`src/hdl/rwr_pkg.sv`:
```
// constants and carrier types of the read/write error recovery policy block
package rwr_pkg;

    // page length codes accepted for the recovery page
    localparam logic [7:0] PAGE_LEN_LONG  = 8'h0A;
    localparam logic [7:0] PAGE_LEN_SHORT = 8'h06;

    // bit positions inside the flag byte of the page
    localparam int FLAG_TFB_POS = 5;
    localparam int FLAG_EER_POS = 3;
    localparam int FLAG_PER_POS = 2;
    localparam int FLAG_DTE_POS = 1;
    localparam int FLAG_DCR_POS = 0;

    // values after reset
    localparam logic       RST_TFB         = 1'b1;
    localparam logic       RST_EER         = 1'b1;
    localparam logic       RST_PER         = 1'b0;
    localparam logic       RST_DTE         = 1'b0;
    localparam logic       RST_DCR         = 1'b0;
    localparam logic [7:0] RST_READ_RETRY  = 8'h10;
    localparam logic [7:0] RST_WRITE_RETRY = 8'h10;

    // fixed correctable burst length, in bits
    localparam logic [7:0] BURST_DEFAULT = 8'h0B;

    // retries done before the programmed ones
    localparam logic [8:0] INTERNAL_RETRIES = 9'h002;

    // positions in the retry table; the table wraps back to the re-seek
    localparam logic [4:0] POS_RESEEK = 5'h03;
    localparam logic [4:0] POS_LAST   = 5'h14;

    // sense keys of the status
    localparam logic [3:0] SENSE_NONE      = 4'h0;
    localparam logic [3:0] SENSE_RECOVERED = 4'h1;
    localparam logic [3:0] SENSE_MEDIUM    = 4'h3;

    typedef enum logic [1:0] {
        ACT_READ,
        ACT_RESEEK,
        ACT_SLICE,
        ACT_OFFSET
    } rwr_action_t;

    typedef struct packed {
        logic       tfb;
        logic       early_correction_flag;
        logic       post_recovered_error;
        logic       stop_transfer_on_error;
        logic       disable_ecc_correction;
        logic [7:0] readRetry;
        logic [7:0] writeRetry;
    } rwr_cfg_t;

    typedef struct packed {
        logic        isWrite;
        logic        isId;
        logic        correctable;
        logic [31:0] addr;
    } rwr_err_t;

    typedef struct packed {
        logic [8:0]        attempt;
        rwr_action_t       action;
        logic signed [2:0] amount;
    } rwr_step_t;

    typedef struct packed {
        logic        check;
        logic [3:0]  senseKey;
        logic [31:0] addr;
    } rwr_status_t;

endpackage

```
`src/hdl/rwr_page_regs.sv`:
```
// holder of the recovery page written by mode select
`timescale 1ns/1ns
module rwr_page_regs
    import rwr_pkg::*;
(
    input  wire logic     clock,
    input  wire logic     rst,
    input  wire logic     pageWrite,
    input  wire logic [7:0] pageLen,
    input  wire logic [7:0] pageFlags,
    input  wire logic [7:0] pageReadRetry,
    input  wire logic [7:0] pageBurst,
    input  wire logic [7:0] pageWriteRetry,
    output rwr_cfg_t      cfg,
    output logic          pageReject
);

    rwr_cfg_t cfg_reg;
    rwr_cfg_t cfg_next;
    logic     reject_reg;
    logic     reject_next;
    logic     badLen;
    logic     badBurst;
    logic     badCombo;

    // screen the page; a rejected page changes no setting, it only raises pageReject
    always_comb begin
        badLen   = (pageLen != PAGE_LEN_LONG) && (pageLen != PAGE_LEN_SHORT);
        badBurst = (pageBurst != 8'h00) && (pageBurst != BURST_DEFAULT);
        badCombo = pageFlags[FLAG_DTE_POS] && !pageFlags[FLAG_EER_POS]
                   && !pageFlags[FLAG_PER_POS];
        cfg_next    = cfg_reg;
        reject_next = 1'b0;
        if (pageWrite) begin
            reject_next = badLen || badBurst || badCombo;
            if (!(badLen || badBurst || badCombo)) begin
                cfg_next.tfb       = pageFlags[FLAG_TFB_POS];
                cfg_next.early_correction_flag       = pageFlags[FLAG_EER_POS];
                cfg_next.post_recovered_error       = pageFlags[FLAG_PER_POS];
                cfg_next.stop_transfer_on_error       = pageFlags[FLAG_DTE_POS];
                cfg_next.disable_ecc_correction       = pageFlags[FLAG_DCR_POS];
                cfg_next.readRetry = pageReadRetry;
                // the short page stops before byte 8
                if (pageLen == PAGE_LEN_LONG) begin
                    cfg_next.writeRetry = pageWriteRetry;
                end
            end
        end
    end

    // register the page
    always_ff @(posedge clock) begin
        if (rst) begin
            cfg_reg    <= '{RST_TFB, RST_EER, RST_PER, RST_DTE, RST_DCR,
                            RST_READ_RETRY, RST_WRITE_RETRY};
            reject_reg <= 1'b0;
        end else begin
            cfg_reg    <= cfg_next;
            reject_reg <= reject_next;
        end
    end

    assign cfg        = cfg_reg;
    assign pageReject = reject_reg;
endmodule

```
`src/hdl/rwr_recovery.sv`:
```
// error recovery policy engine of the drive controller
`timescale 1ns/1ns
module rwr_recovery
    import rwr_pkg::*;
(
    input  wire logic       clock,
    input  wire logic       rst,
    input  wire logic       pageWrite,
    input  wire logic [7:0] pageLen,
    input  wire logic [7:0] pageFlags,
    input  wire logic [7:0] pageReadRetry,
    input  wire logic [7:0] pageBurst,
    input  wire logic [7:0] pageWriteRetry,
    input  wire logic       errStart,
    input  rwr_err_t        errInfo,
    input  wire logic       attemptDone,
    input  wire logic       attemptOk,
    input  wire logic       attemptCorrectable,
    input  wire logic       cmdEnd,
    output rwr_cfg_t        cfg,
    output logic            pageReject,
    output logic            busy,
    output logic            attemptReq,
    output rwr_step_t       step,
    output logic            eccApply,
    output logic            recovered,
    output logic            abortCmd,
    output logic            sendBlock,
    output logic            terminateCmd,
    output logic            statusValid,
    output rwr_status_t     status
);

    typedef enum logic [1:0] {
        ST_IDLE,
        ST_ISSUE,
        ST_WAIT,
        ST_ECC
    } rwr_state_t;

    rwr_state_t  state_reg;
    rwr_state_t  state_next;
    rwr_err_t    err_reg;
    rwr_err_t    err_next;
    logic [8:0]  attempt_reg;
    logic [8:0]  attempt_next;
    logic [8:0]  limit_reg;
    logic [8:0]  limit_next;
    logic [4:0]  pos_reg;
    logic [4:0]  pos_next;
    logic        sawCorr_reg;
    logic        sawCorr_next;
    logic        stepLoad;
    logic        finishOk;
    logic        finishFail;
    logic        corrUsable;
    logic        startUsable;

    logic        busy_reg;
    logic        busy_next;
    logic        attemptReq_reg;
    logic        attemptReq_next;
    logic        eccApply_reg;
    logic        eccApply_next;
    logic        recovered_reg;
    logic        recovered_next;
    logic        abort_reg;
    logic        abort_next;
    logic        sendBlock_reg;
    logic        sendBlock_next;
    logic        terminate_reg;
    logic        terminate_next;
    logic        statusValid_reg;
    logic        statusValid_next;
    rwr_status_t status_reg;
    rwr_status_t status_next;
    logic        pend_reg;
    logic        pend_next;
    logic [31:0] pendAddr_reg;
    logic [31:0] pendAddr_next;

    rwr_page_regs u_page (
        .clock          (clock),
        .rst            (rst),
        .pageWrite      (pageWrite),
        .pageLen        (pageLen),
        .pageFlags      (pageFlags),
        .pageReadRetry  (pageReadRetry),
        .pageBurst      (pageBurst),
        .pageWriteRetry (pageWriteRetry),
        .cfg            (cfg),
        .pageReject     (pageReject)
    );

    rwr_retry_step u_step (
        .clock   (clock),
        .rst     (rst),
        .load    (stepLoad),
        .attempt (attempt_next),
        .pos     (pos_next),
        .step    (step)
    );

    // ECC may only touch data fields of reads, never ID fields or writes
    always_comb begin
        corrUsable  = !err_reg.isWrite && !err_reg.isId && !cfg.disable_ecc_correction;
        startUsable = !errInfo.isWrite && !errInfo.isId && !cfg.disable_ecc_correction
                      && errInfo.correctable;
    end

    // recovery sequencer: one attempt at a time, the read channel answers
    always_comb begin
        state_next   = state_reg;
        err_next     = err_reg;
        attempt_next = attempt_reg;
        limit_next   = limit_reg;
        pos_next     = pos_reg;
        sawCorr_next = sawCorr_reg;
        stepLoad     = 1'b0;
        finishOk     = 1'b0;
        finishFail   = 1'b0;
        case (state_reg)
            ST_IDLE: begin
                if (errStart) begin
                    err_next     = errInfo;
                    attempt_next = 9'h000;
                    pos_next     = 5'h00;
                    sawCorr_next = startUsable;
                    // programmed count plus the two internal retries
                    limit_next = INTERNAL_RETRIES + {1'b0, errInfo.isWrite ?
                        cfg.writeRetry : cfg.readRetry};
                    if (startUsable && cfg.early_correction_flag) begin
                        state_next = ST_ECC;
                    end else begin
                        state_next = ST_ISSUE;
                    end
                end
            end
            ST_ISSUE: begin
                attempt_next = attempt_reg + 9'h001;
                // table wraps from its last entry back to the re-seek
                pos_next = (pos_reg == POS_LAST) ? POS_RESEEK
                                                 : pos_reg + 5'h01;
                stepLoad   = 1'b1;
                state_next = ST_WAIT;
            end
            ST_WAIT: begin
                if (attemptDone) begin
                    if (attemptOk) begin
                        finishOk   = 1'b1;
                        state_next = ST_IDLE;
                    end else if (attemptCorrectable && corrUsable && cfg.early_correction_flag)
                    begin
                        state_next = ST_ECC;
                    end else begin
                        sawCorr_next = sawCorr_reg
                                       || (attemptCorrectable && corrUsable);
                        if (attempt_reg >= limit_reg) begin
                            // retries spent: correct late or give up
                            if (sawCorr_next) begin
                                state_next = ST_ECC;
                            end else begin
                                finishFail = 1'b1;
                                state_next = ST_IDLE;
                            end
                        end else begin
                            state_next = ST_ISSUE;
                        end
                    end
                end
            end
            ST_ECC: begin
                finishOk   = 1'b1;
                state_next = ST_IDLE;
            end
            default: state_next = ST_IDLE;
        endcase
    end

    // outcome and status; with PER set and DTE clear, a recovered error is held until command end
    always_comb begin
        busy_next        = (state_next != ST_IDLE);
        attemptReq_next  = stepLoad;
        eccApply_next    = (state_reg == ST_ECC) && !cfg.disable_ecc_correction;
        recovered_next   = finishOk;
        abort_next       = finishFail;
        sendBlock_next   = finishFail && cfg.tfb;
        terminate_next   = finishOk && cfg.stop_transfer_on_error;
        statusValid_next = 1'b0;
        status_next      = status_reg;
        pend_next        = pend_reg;
        pendAddr_next    = pendAddr_reg;
        if (finishFail) begin
            statusValid_next = 1'b1;
            status_next      = '{1'b1, SENSE_MEDIUM, err_reg.addr};
            pend_next        = 1'b0;
        end else if (finishOk && cfg.stop_transfer_on_error) begin
            statusValid_next = 1'b1;
            status_next      = '{cfg.post_recovered_error, cfg.post_recovered_error ? SENSE_RECOVERED
                                 : SENSE_NONE, err_reg.addr};
            pend_next        = 1'b0;
        end else if (finishOk && cfg.post_recovered_error) begin
            // only the last recovered error is kept
            pend_next     = 1'b1;
            pendAddr_next = err_reg.addr;
        end else if (cmdEnd && state_reg == ST_IDLE && !errStart) begin
            statusValid_next = 1'b1;
            status_next      = '{pend_reg, pend_reg ? SENSE_RECOVERED
                                 : SENSE_NONE, pendAddr_reg};
            pend_next        = 1'b0;
        end
    end

    // register sequencer and outputs
    always_ff @(posedge clock) begin
        if (rst) begin
            state_reg       <= ST_IDLE;
            err_reg         <= '0;
            attempt_reg     <= 9'h000;
            limit_reg       <= 9'h000;
            pos_reg         <= 5'h00;
            sawCorr_reg     <= 1'b0;
            busy_reg        <= 1'b0;
            attemptReq_reg  <= 1'b0;
            eccApply_reg    <= 1'b0;
            recovered_reg   <= 1'b0;
            abort_reg       <= 1'b0;
            sendBlock_reg   <= 1'b0;
            terminate_reg   <= 1'b0;
            statusValid_reg <= 1'b0;
            status_reg      <= '0;
            pend_reg        <= 1'b0;
            pendAddr_reg    <= 32'h0000_0000;
        end else begin
            state_reg       <= state_next;
            err_reg         <= err_next;
            attempt_reg     <= attempt_next;
            limit_reg       <= limit_next;
            pos_reg         <= pos_next;
            sawCorr_reg     <= sawCorr_next;
            busy_reg        <= busy_next;
            attemptReq_reg  <= attemptReq_next;
            eccApply_reg    <= eccApply_next;
            recovered_reg   <= recovered_next;
            abort_reg       <= abort_next;
            sendBlock_reg   <= sendBlock_next;
            terminate_reg   <= terminate_next;
            statusValid_reg <= statusValid_next;
            status_reg      <= status_next;
            pend_reg        <= pend_next;
            pendAddr_reg    <= pendAddr_next;
        end
    end

    assign busy         = busy_reg;
    assign attemptReq   = attemptReq_reg;
    assign eccApply     = eccApply_reg;
    assign recovered    = recovered_reg;
    assign abortCmd     = abort_reg;
    assign sendBlock    = sendBlock_reg;
    assign terminateCmd = terminate_reg;
    assign statusValid  = statusValid_reg;
    assign status       = status_reg;
endmodule

```
`src/hdl/rwr_retry_step.sv`:
```
// decoder of one retry attempt into its read channel action
`timescale 1ns/1ns
module rwr_retry_step
    import rwr_pkg::*;
(
    input  wire logic       clock,
    input  wire logic       rst,
    input  wire logic       load,
    input  wire logic [8:0] attempt,
    input  wire logic [4:0] pos,
    output rwr_step_t       step
);

    rwr_step_t step_reg;
    rwr_step_t step_next;

    // table position to action; from position 5 on, pairs of positions share one setting
    always_comb begin
        step_next = step_reg;
        if (load) begin
            step_next.attempt = attempt;
            step_next.amount  = 3'sd0;
            if (pos == POS_RESEEK) begin
                step_next.action = ACT_RESEEK;
            end else if (pos <= 5'h04) begin
                step_next.action = ACT_READ;
            end else if (pos <= 5'h06) begin
                step_next.action = ACT_SLICE;
                step_next.amount = -3'sd1;
            end else if (pos <= 5'h08) begin
                step_next.action = ACT_SLICE;
                step_next.amount = 3'sd1;
            end else begin
                // offsets +1,-1,+2,-2,+3,-3 over positions 9 to 20
                step_next.action = ACT_OFFSET;
                case (pos)
                    5'h09, 5'h0A: step_next.amount = 3'sd1;
                    5'h0B, 5'h0C: step_next.amount = -3'sd1;
                    5'h0D, 5'h0E: step_next.amount = 3'sd2;
                    5'h0F, 5'h10: step_next.amount = -3'sd2;
                    5'h11, 5'h12: step_next.amount = 3'sd3;
                    default:      step_next.amount = -3'sd3;
                endcase
            end
        end
    end

    // hold the step until the next attempt
    always_ff @(posedge clock) begin
        if (rst) begin
            step_reg <= '{9'h000, ACT_READ, 3'sd0};
        end else begin
            step_reg <= step_next;
        end
    end

    assign step = step_reg;

endmodule
```
`config.mk`:
```
export PLATFORM = sky130hd
export DESIGN_NAME = rwr_recovery
export DESIGN_NICKNAME = d
export VERILOG_FILES = /design/src/hdl/rwr_pkg.sv /design/src/hdl/rwr_page_regs.sv /design/src/hdl/rwr_recovery.sv /design/src/hdl/rwr_retry_step.sv
export SDC_FILE = /design/constraint.sdc
export NUM_CORES = 1
export LEC_CHECK = 0
export ABC_AREA = 1
export BUFFER_PORTS_ARGS = -buffer_cell sky130_fd_sc_hd__buf_2
export CELL_PAD_IN_SITES_DETAIL_PLACEMENT = 2
export CELL_PAD_IN_SITES_GLOBAL_PLACEMENT = 2
export CORE_ASPECT_RATIO = 0.8
export CORE_MARGIN = 8
export CORE_UTILIZATION = 27
export CTS_BUF_LIST = sky130_fd_sc_hd__clkbuf_16
export CTS_CLUSTER_DIAMETER = 50
export DETAILED_ROUTE_END_ITERATION = 6
export PLACE_DENSITY_LB_ADDON = 0.1
export SYNTH_ARGS = -nofsm -noshare
export SYNTH_HDL_FRONTEND = slang
export SYNTH_SLANG_ARGS = --single-unit
```
`constraint.sdc`:
```
create_clock -name clock -period 2 [get_ports clock]
set_input_delay 0.3 -clock clock [delete_from_list [all_inputs] [get_ports clock]]
set_output_delay 0.3 -clock clock [all_outputs]
set_load 0.05 [all_outputs]
```
==> run metrics, run 1 <==
status finished, violations left; failing checks setup timing; Layout area overhead 36.65%; Ports 164; worst path arrival time 2.35 ns; share of layout cells above drive strength 1 29.47%; Filler cells 3477; total CTS buffers 17; Max Cap Viol 0; clock tree buffer depth 2; crit path capture type register; crit path kind register to register; final wirelength 30570 microns; RSZ-0062 raised after global routing yes; Post-Syn Area 7944 sq um; H-tree Lvls 4; Ys Warns 0; Avg Inst Size Synth 6.784 sq um; Worst Hold Launch pageFlags[5]; Post-DP HPWL 20460 microns; CP max FO 8; FF+latch area 3442 sq um; Synth top cells by count 260 x nand2_1, 198 x nor2_1, 171 x dfxtp_1; die area 35200 sq um; r2r startpoint attempt_reg[7]$_SDFF_PP0_; first-pass GRT wire length 48220 microns; setup TNS -0.04119 ns; startpoint types register; number of synthesized flops with an enable pin 0; Yosys top cell by area dfxtp_1; root buf cell clkbuf_16; Yosys reg bits 171; Final GP Congestion 0.7546; Die H 169.4 microns; Post-synth ARST share 0%; Syn Inst Count 1171; GRT Resource Usage Total 16.96%; Worst Slack Setup Final -0.01475 ns; Hold Path Sink u_page.cfg[20]$_SDFFE_PP1P_; RR Endpoint status[18]$_SDFFE_PP0P_; Req. time, crit path 2.33 ns; Die X-Extent 207.8 microns; Peak VDD IR 0.5642 mV; Final nets 1457; Post-route DRC 0; clock latency on the worst-skew pair 0.45 ns; global route overflow 0; Clock Sink Count 171; CTS tree built; main area contributors after synthesis dfxtp_1 43%, nand2_1 12%, nor2_1 9.4%, o21ai_0 8.3%, inv_1 6.0%; largest net degree at the start of global routing 71; top-count cell post-synth nand2_1; final setup vio count 4; Yosys cell types 37; Initial Utilization 27.25%; Post-DP Area 9535 sq um; Reg clk slew, reported paths 0.07 ns; drt via density 4.728; fin crit period 2.015 ns; Final ANT Viol Nets 0; Min-Delay Path Class primary input to register; number of diodes 0; FF-to-FF path depth 11; WL per Instance 17.49 microns; r2r setup slk -0.01 ns; hold depth 3; sequential area share after synthesis 43.09%; initial antenna violation count 1; leak pwr 5.129 nW; Core Area 29150 sq um; power density over cell area 806.8 nW/um^2; design area 10860 sq um; IO buf count 158; area share of the largest cell type after synthesis 43.09%; area of the multi-input gates 4167 sq um; Vias 8265; Hold Vio Cnt, Final 0; ys flop type dfxtp_1; Layout Skew 0.01586 ns; first drt pass iteration count 5; Final Cycle Share 100.7%; DRT iter0 DRCs 244; Max Fclk 496.3 MHz; Final Max Slew Viols 0; vias in the first global route 9145; FP Rows 56
-- critical path, cell delays in order, from the launching register on --
cell,delay [ns]
dfxtp_1,0.36
ha_4,0.28
nand4_1,0.15
nor3_2,0.22
nor2_2,0.07
nand2_2,0.11
nand3_4,0.15
nand2_4,0.17
inv_8,0.06
clkbuf_16,0.18
nor2_2,0.11
nor2_1,0.05
-- per-layer routing --
layer | part of all wire [%] | global-route usage, % | vias up | routed length [microns]
li1 | - | - | 4111 | -
met1 | 49 | 21.52 | 4005 | 14860
met2 | 45 | 28.41 | 129 | 13890
met3 | 4.7 | 4.319 | 20 | 1441
met4 | 1.3 | 4.559 | 0 | 386
met5 | 0 | 0 | - | 0
-- cell families after synthesis --
group	share of synthesized area (%)
xor gates and xnor gates	0.5514
other	0.04721
DFF	43.09
AOI/OAI and AO/OA	14.77
adders and majority gates	2.520
and+or+nand+nor	28.40
buffers and inverters	10.49
muxes	0.1260
-- worst max-delay path by stage --
stage / startpoint / endpoint / slack [ns] / depth (start not counted)
3_5_place_dp: limit_reg[8]$_SDFFE_PP0P_ / status[31]$_SDFFE_PP0P_ / -0.19 / 12
2_1_floorplan: attempt_reg[2]$_SDFF_PP0_ / pendAddr_reg[10]$_SDFFE_PP0P_ / 0.003 / 14
5_1_grt: limit_reg[5]$_SDFFE_PP0P_ / status[17]$_SDFFE_PP0P_ / -0.16 / 12
4_1_cts: limit_reg[8]$_SDFFE_PP0P_ / pendAddr_reg[20]$_SDFFE_PP0P_ / -0.01 / 12
6_report: attempt_reg[7]$_SDFF_PP0_ / status[18]$_SDFFE_PP0P_ / -0.01 / 11
3_3_place_gp: limit_reg[8]$_SDFFE_PP0P_ / status[27]$_SDFFE_PP0P_ / -0.09 / 12
-- stage by stage --
stage | power, mW | hold slack [ns] | utilization, % | cells | setup WS (ns)
6_report | 8.759 | 0.06490 | 37.24 | 1748 | -0.01475
5_1_grt | 9.177 | 0.06524 | 37.24 | 1748 | -0.1610
4_1_cts | 8.701 | 0.04431 | 35.35 | 1737 | -0.01297
3_5_place_dp | 5.098 | 0.4575 | 32.71 | 1701 | -0.1880
3_3_place_gp | 5.066 | 0.4476 | 32.71 | 1701 | -0.09319
2_1_floorplan | 4.492 | 0.4132 | - | 1172 | 0.003380
-- repair_timing --
item | CTS | global route
hold buffers | 0 | 0
gates resized for setup | 33 | 141
pin swaps | 5 | 23
setup buffers | 3 | 7
endpoints found under the setup margin | 74 | 79
endpoints found under the hold margin | 0 | 0
gates cloned | 1 | 4
-- placed cells by master (no fill, tap or decap), types with 15 or more instances in the layout --
| cell | count |
|---|---|
| a21oi_1 | 72 |
| buf_2 | 158 |
| buf_4 | 57 |
| clkbuf_16 | 21 |
| dfxtp_1 | 156 |
| dfxtp_2 | 15 |
| inv_1 | 115 |
| inv_2 | 16 |
| nand2_1 | 240 |
| nand2_2 | 18 |
| nand3_1 | 23 |
| nand4_1 | 41 |
| nor2_1 | 150 |
| nor2_2 | 31 |
| nor2_4 | 19 |
| o21ai_0 | 115 |
| o21ai_1 | 18 |
-- cell type report --
cell class                 count  area share (%)
tap                          377           4.345
clock buffer                  17           3.919
clock inverter                15           1.521
inverter                     132           4.657
timing repair buffer         238           15.47
multi-input combinational    798           38.38
sequential                   171           31.71
-- where the power goes --
group	internal, mW	switching (mW)
clock	1.87	1.57
combinational	0.597	1.05
sequential	3.57	0.106
total	6.03	2.72
(Power assumes the default switching activity.)
==> inputs of run 2 (changes only) <==
--- a/config.mk
+++ b/config.mk
@@ -14,8 +14,11 @@
 export CORE_UTILIZATION = 27
 export CTS_BUF_LIST = sky130_fd_sc_hd__clkbuf_16
 export CTS_CLUSTER_DIAMETER = 50
+export CTS_CLUSTER_SIZE = 14
 export DETAILED_ROUTE_END_ITERATION = 6
 export PLACE_DENSITY_LB_ADDON = 0.1
 export SYNTH_ARGS = -nofsm -noshare
 export SYNTH_HDL_FRONTEND = slang
+export SYNTH_HIERARCHICAL = 1
 export SYNTH_SLANG_ARGS = --single-unit
+export TNS_END_PERCENT = 1
==> run metrics, run 2 <==
status finished, violations left; failing checks setup timing; area share of the largest cell type after synthesis 43.71%; Peak VDD IR 0.6041 mV; commonest non-fill, non-tap cell in the layout nand2_1; IO buf count 158; Req. time, crit path 2.38 ns; fin crit period 2.025 ns; Post-DP Area 9264 sq um; Final Cycle Share 101.2%; total CTS buffers 17; sequential area share after synthesis 43.71%; Synth top cells by count 308 x nand2_1, 171 x dfxtp_1, 121 x inv_1; Core Area 28420 sq um; DRT iter0 DRCs 217; vias in the first global route 8513; share of layout cells above drive strength 1 29.03%; crit path capture type register; Filler cells 3359; Yosys top cell by area dfxtp_1; Reg clk slew, reported paths 0.07 ns; grt met2 use 26.64%; Vias 7922; Avg Inst Size Synth 7.031 sq um; Ports 164; Yosys cell types 45; WL per Instance 17.70 microns; number of diodes 0; Layout Skew 0.01245 ns; Hold Vio Cnt, Final 0; global route overflow 0; Final Max Slew Viols 0; met3 usage 4.585%; Most Crowded Layer GR met2; final wirelength 29590 microns; Post-Syn Area 7833 sq um; leak pwr 5.084 nW; clock tree buffer depth 2; FP Rows 55; Final GP Congestion 0.7385; worst path arrival time 2.41 ns; die area 34750 sq um; main area contributors after synthesis dfxtp_1 44%, nand2_1 15%, inv_1 5.8%, nand3_1 5.6%, nor2_1 5.4%; CP max FO 17; top-count cell post-synth nand2_1; design area 10510 sq um; Max Fclk 493.8 MHz; largest net degree at the start of global routing 52; crit path kind register to register; Syn Inst Count 1114; CTS tree built; Non-Filler Instances 1672; placed cell count 1627; power density over cell area 758.8 nW/um^2; initial antenna violation count 6; Setup Slack @ Placement -0.09419 ns; Die X-Extent 206.4 microns; RSZ-0062 raised after global routing yes; GRT Resource Usage Total 16.61%; GR met1 Demand/Resource 22.14%; Clock Sink Count 171; Post-DP HPWL 20240 microns; Initial Utilization 27.56%; Final nets 1388; hold_buf cts 0; drt via density 4.738; Max Cap Viol 0; fin util 36.96%; clock latency on the worst-skew pair 0.44 ns; startpoint types register; ys flop type dfxtp_1; Worst Slack Setup Final -0.02491 ns; Final ANT Viol Nets 0; Layout area overhead 34.12%; Post-route DRC 0; final setup vio count 15; H-tree Lvls 4; commonest non-fill, non-tap cells in the layout 278 x nand2_1, 159 x dfxtp_1, 158 x buf_2; Post-synth ARST share 0%; root buf cell clkbuf_16; Yosys reg bits 171; first-pass GRT wire length 46140 microns; Die H 168.3 microns; Min-Delay Path Class primary input to register; number of synthesized flops with an enable pin 0; first drt pass iteration count 4; Ys Warns 6; hold slack 0.06537 ns
[run 2: cell count changes in the layout (fill, tap and decap cells not counted), sizes merged, moves of 11 or more]
cell and change:
buf -19, nand3 +61, nor2 -82, a21oi +14
o21ai -81, nand2 +52, inv -11
[run 2: final cells by class]
| class | count | area [sq um] | area share, % |
|---|---|---|---|
| Clock buffer | 17 | 425.4 | 4.050 |
| Clock inverter | 15 | 173.9 | 1.656 |
| Inverter | 125 | 470.5 | 4.478 |
| Multi-Input combinational cell | 754 | 4008 | 38.15 |
| Sequential cell | 171 | 3438 | 32.73 |
| Tap cell | 370 | 462.9 | 4.407 |
| Timing Repair Buffer | 220 | 1526 | 14.53 |
[run 2: power breakdown]
| group | switching, mW | leakage, nW | internal, mW |
|---|---|---|---|
| Clock | 1.49 | 0.296 | 1.97 |
| Combinational | 0.587 | 3.39 | 0.331 |
| Sequential | 0.0747 | 1.39 | 3.51 |
[run 2: worst paths after layout]
| kind | start | end | slack [ns] | cells past startpoint |
|---|---|---|---|---|
| worst max-delay path | attempt_reg[5]$_SDFF_PP0_ | status[9]$_SDFFE_PP0P_ | -0.02 | 13 |
| worst min-delay path | pageWriteRetry[4] | u_page/cfg[4]$_SDFFE_PP1P_ | 0.07 | 3 |
| worst min register to register | status[33]$_SDFFE_PP0P_ | status[33]$_SDFFE_PP0P_ | 0.45 | 2 |
| worst max register to register | attempt_reg[5]$_SDFF_PP0_ | status[9]$_SDFFE_PP0P_ | -0.02 | 13 |
[run 2: per-layer routing]
metal	share of wire (%)	vias to the layer above
met5	0.25	-
met4	0.82	12
met3	5.3	26
met2	45	119
met1	49	3859
li1	-	3906
[run 2: cell families after synthesis]
| family | count (synthesis) | synth area share [%] |
|---|---|---|
| xor+xnor | 5 | 0.5591 |
| flops | 171 | 43.71 |
| mux | 1 | 0.1278 |
| buf+inv | 190 | 10.40 |
| fa+ha+maj | 16 | 2.556 |
| compound gates | 151 | 10.19 |
| other cells | 1 | 0.04788 |
| simple gates | 579 | 32.41 |
[run 2: timing repair]
action                     CTS  global route
cloned                       0             6
pin swaps                    0            47
setup endpoints to repair   30            77
setup buffers                0             7
hold endpoints to repair     0             0
gates resized for setup      5           111
[run 2: through the flow]
stage               TNS [ns]  power [mW]
floorplan                  0       4.113
CTS                 -0.04338       8.013
finish               -0.1497       7.971
global route          -8.583       8.340
detailed placement   -0.4120       4.498
global placement    -0.03345       4.472
[run 2: worst max-delay path, stage by stage, from the launching register on]
cell and delay [ns]:
dfxtp_1 0.35, ha_4 0.29, nand2_4 0.05, nor2_4 0.12
nand2_2 0.06, nor2_2 0.11, nor2_2 0.06, nand2_2 0.08
nand3_4 0.21, buf_12 0.21, clkbuf_16 0.17, nand3_1 0.09
nand3_1 0.10, nand2_1 0.07
==> inputs of run 3 (changes only) <==
--- a/config.mk
+++ b/config.mk
@@ -11,10 +11,10 @@
 export CELL_PAD_IN_SITES_GLOBAL_PLACEMENT = 2
 export CORE_ASPECT_RATIO = 0.8
 export CORE_MARGIN = 8
-export CORE_UTILIZATION = 27
+export CORE_UTILIZATION = 30
 export CTS_BUF_LIST = sky130_fd_sc_hd__clkbuf_16
 export CTS_CLUSTER_DIAMETER = 50
-export CTS_CLUSTER_SIZE = 14
+export CTS_CLUSTER_SIZE = 16
 export DETAILED_ROUTE_END_ITERATION = 6
 export PLACE_DENSITY_LB_ADDON = 0.1
 export SYNTH_ARGS = -nofsm -noshare
==> constraint.sdc (replaced) <==
create_clock -name clock -period 2.15 [get_ports clock]
set_input_delay 0.3225 -clock clock [delete_from_list [all_inputs] [get_ports clock]]
set_output_delay 0.3225 -clock clock [all_outputs]
set_load 0.05 [all_outputs]
==> run metrics, run 3 (synthesized netlist as in run 2, its figures left out) <==
status finished clean; FP Rows 53; Ports 164; CTS tree built; clock tree buffer depth 2; crit path cell chain ha_1 > nand2_2 > inv_1 > nand2_1 > nand2_1 > nor2_2 > nand2_4 > nand3_4 > nand2_8 > buf_12 > nand2_1 > nand3_2 > nand2_1 > inv_1; commonest non-fill, non-tap cells in the layout 304 x nand2_1, 166 x dfxtp_1, 158 x buf_2; crit path kind register to register; drt via density 4.754; Peak VDD IR 0.5920 mV; Req. time, crit path 2.48 ns; Max Cap Viol 0; first-pass GRT wire length 45720 microns; leak pwr 4.828 nW; crit path capture type register; Min-Delay Path Class primary input to register; Final Cycle Share 93.15%; Top delay family on crit path simple AND/OR/NAND/NOR gates; global route overflow 0; Post-DP HPWL 19720 microns; worst path bufs/invs 3; Die H 160.5 microns; vias in the first global route 8591; worst slew pin tran 0.5078 ns; setup TNS 0 ns; Core Area 25990 sq um; Worst Slack Setup Final 0.1472 ns; initial antenna violation count 6; Layout Skew 0.01346 ns; Filler cells 3112; share of layout cells above drive strength 1 22.17%; IO buf count 158; commonest non-fill, non-tap cell in the layout nand2_1; Vias 7792; startpoint types register; die area 31570 sq um; headroom to the max-slew limit 66.10%; Initial Utilization 30.13%; hold_buf cts 0; Critical-path top delay cell dfxtp_1; Setup Slack @ Placement -0.001635 ns; Max Fclk 499.3 MHz; WL per Instance 17.42 microns; Die X-Extent 196.7 microns; root buf cell clkbuf_16; worst path arrival time 2.33 ns; most frequent CP cell nand2_1; H-tree Lvls 4; Final nets 1367; Layout area overhead 27.22%; largest net degree at the start of global routing 74; Clock Sink Count 171; final wirelength 28560 microns; Final ANT Viol Nets 0; max incr delay on CP 0.34 ns; Reg clk slew, reported paths 0.07 ns; Post-route DRC 0; fin crit period 2.003 ns; total CTS buffers 17; Final GP Congestion 0.7268; Final Max Slew Viols 0; power density over cell area 728.3 nW/um^2; first drt pass iteration count 4; CP max FO 8; final setup vio count 0; Hold Vio Cnt, Final 0; clock latency on the worst-skew pair 0.44 ns; GRT Resource Usage Total 17.99%; DRT iter0 DRCs 259
run 3: cell count changes in the layout (fill, tap and decap cells not counted), moves of 7 or more:
cell and delta:
nand3_2 -22, nand2_2 -24, buf_4 -15, dfxtp_1 +7, nand2_1 +26, dfxtp_2 -7, inv_2 -9, nand3_1 +22
inv_1 +11
run 3: worst paths after layout:
kind                                  start                          to  slack, ns  cells after the start
setup / recovery  attempt_reg[7]$_SDFF_PP0_     status[26]$_SDFFE_PP0P_       0.15                     14
hold / removal            pageWriteRetry[4]  u_page/cfg[4]$_SDFFE_PP1P_       0.09                      3
hold reg to reg     status[33]$_SDFFE_PP0P_     status[33]$_SDFFE_PP0P_       0.45                      2
setup reg to reg  attempt_reg[7]$_SDFF_PP0_     status[26]$_SDFFE_PP0P_       0.15                     14
run 3: tightest hold or removal path, stage by stage:
cell and delay, ns:
buf_2 0.08, nand2_1 0.04, nand3_1 0.05
run 3: per-stage QoR:
stage               utilization (%)  cells  total power, mW  cell area, sq um  hold WS [ns]
floorplan                         -   1115            3.826              7836        0.3916
CTS                           37.34   1634            7.340              9706       0.06791
finish                        38.33   1639            7.257              9965       0.08538
detailed placement            35.08   1602            4.145              9120        0.4396
global placement              35.08   1602            4.121              9120        0.4272
global route                  38.33   1639            7.584              9965       0.08708
run 3: what timing repair did:
action                     4_1_cts  5_1_grt
setup endpoints to repair        0       68
buffers inserted                 0        1
resized for setup                0       43
run 3: layer usage:
metal  vias up  share of wire (%)  GRT usage (%)
met5         -               0.18              0
met4        10                1.1          4.302
met3        28                5.9          6.023
met2       127                 45          29.15
met1      3773                 47          22.79
li1       3854                  -              -
run 3: power breakdown:
part	leakage, nW	switching [mW]	internal, mW
clock network	0.281	1.35	1.81
registers	1.39	0.0642	3.27
logic	3.16	0.511	0.255
total	4.83	1.93	5.33
run 3: layout make-up:
class | instances | area (sq um) | area share, %
Tap cell | 357 | 446.7 | 4.483
Clock inverter | 15 | 160.2 | 1.607
Timing Repair Buffer | 199 | 1287 | 12.92
Antenna cell | 1 | 2.502 | 0.02511
Inverter | 125 | 470.5 | 4.721
Clock buffer | 17 | 425.4 | 4.269
Multi-Input combinational cell | 754 | 3742 | 37.56
Sequential cell | 171 | 3430 | 34.42
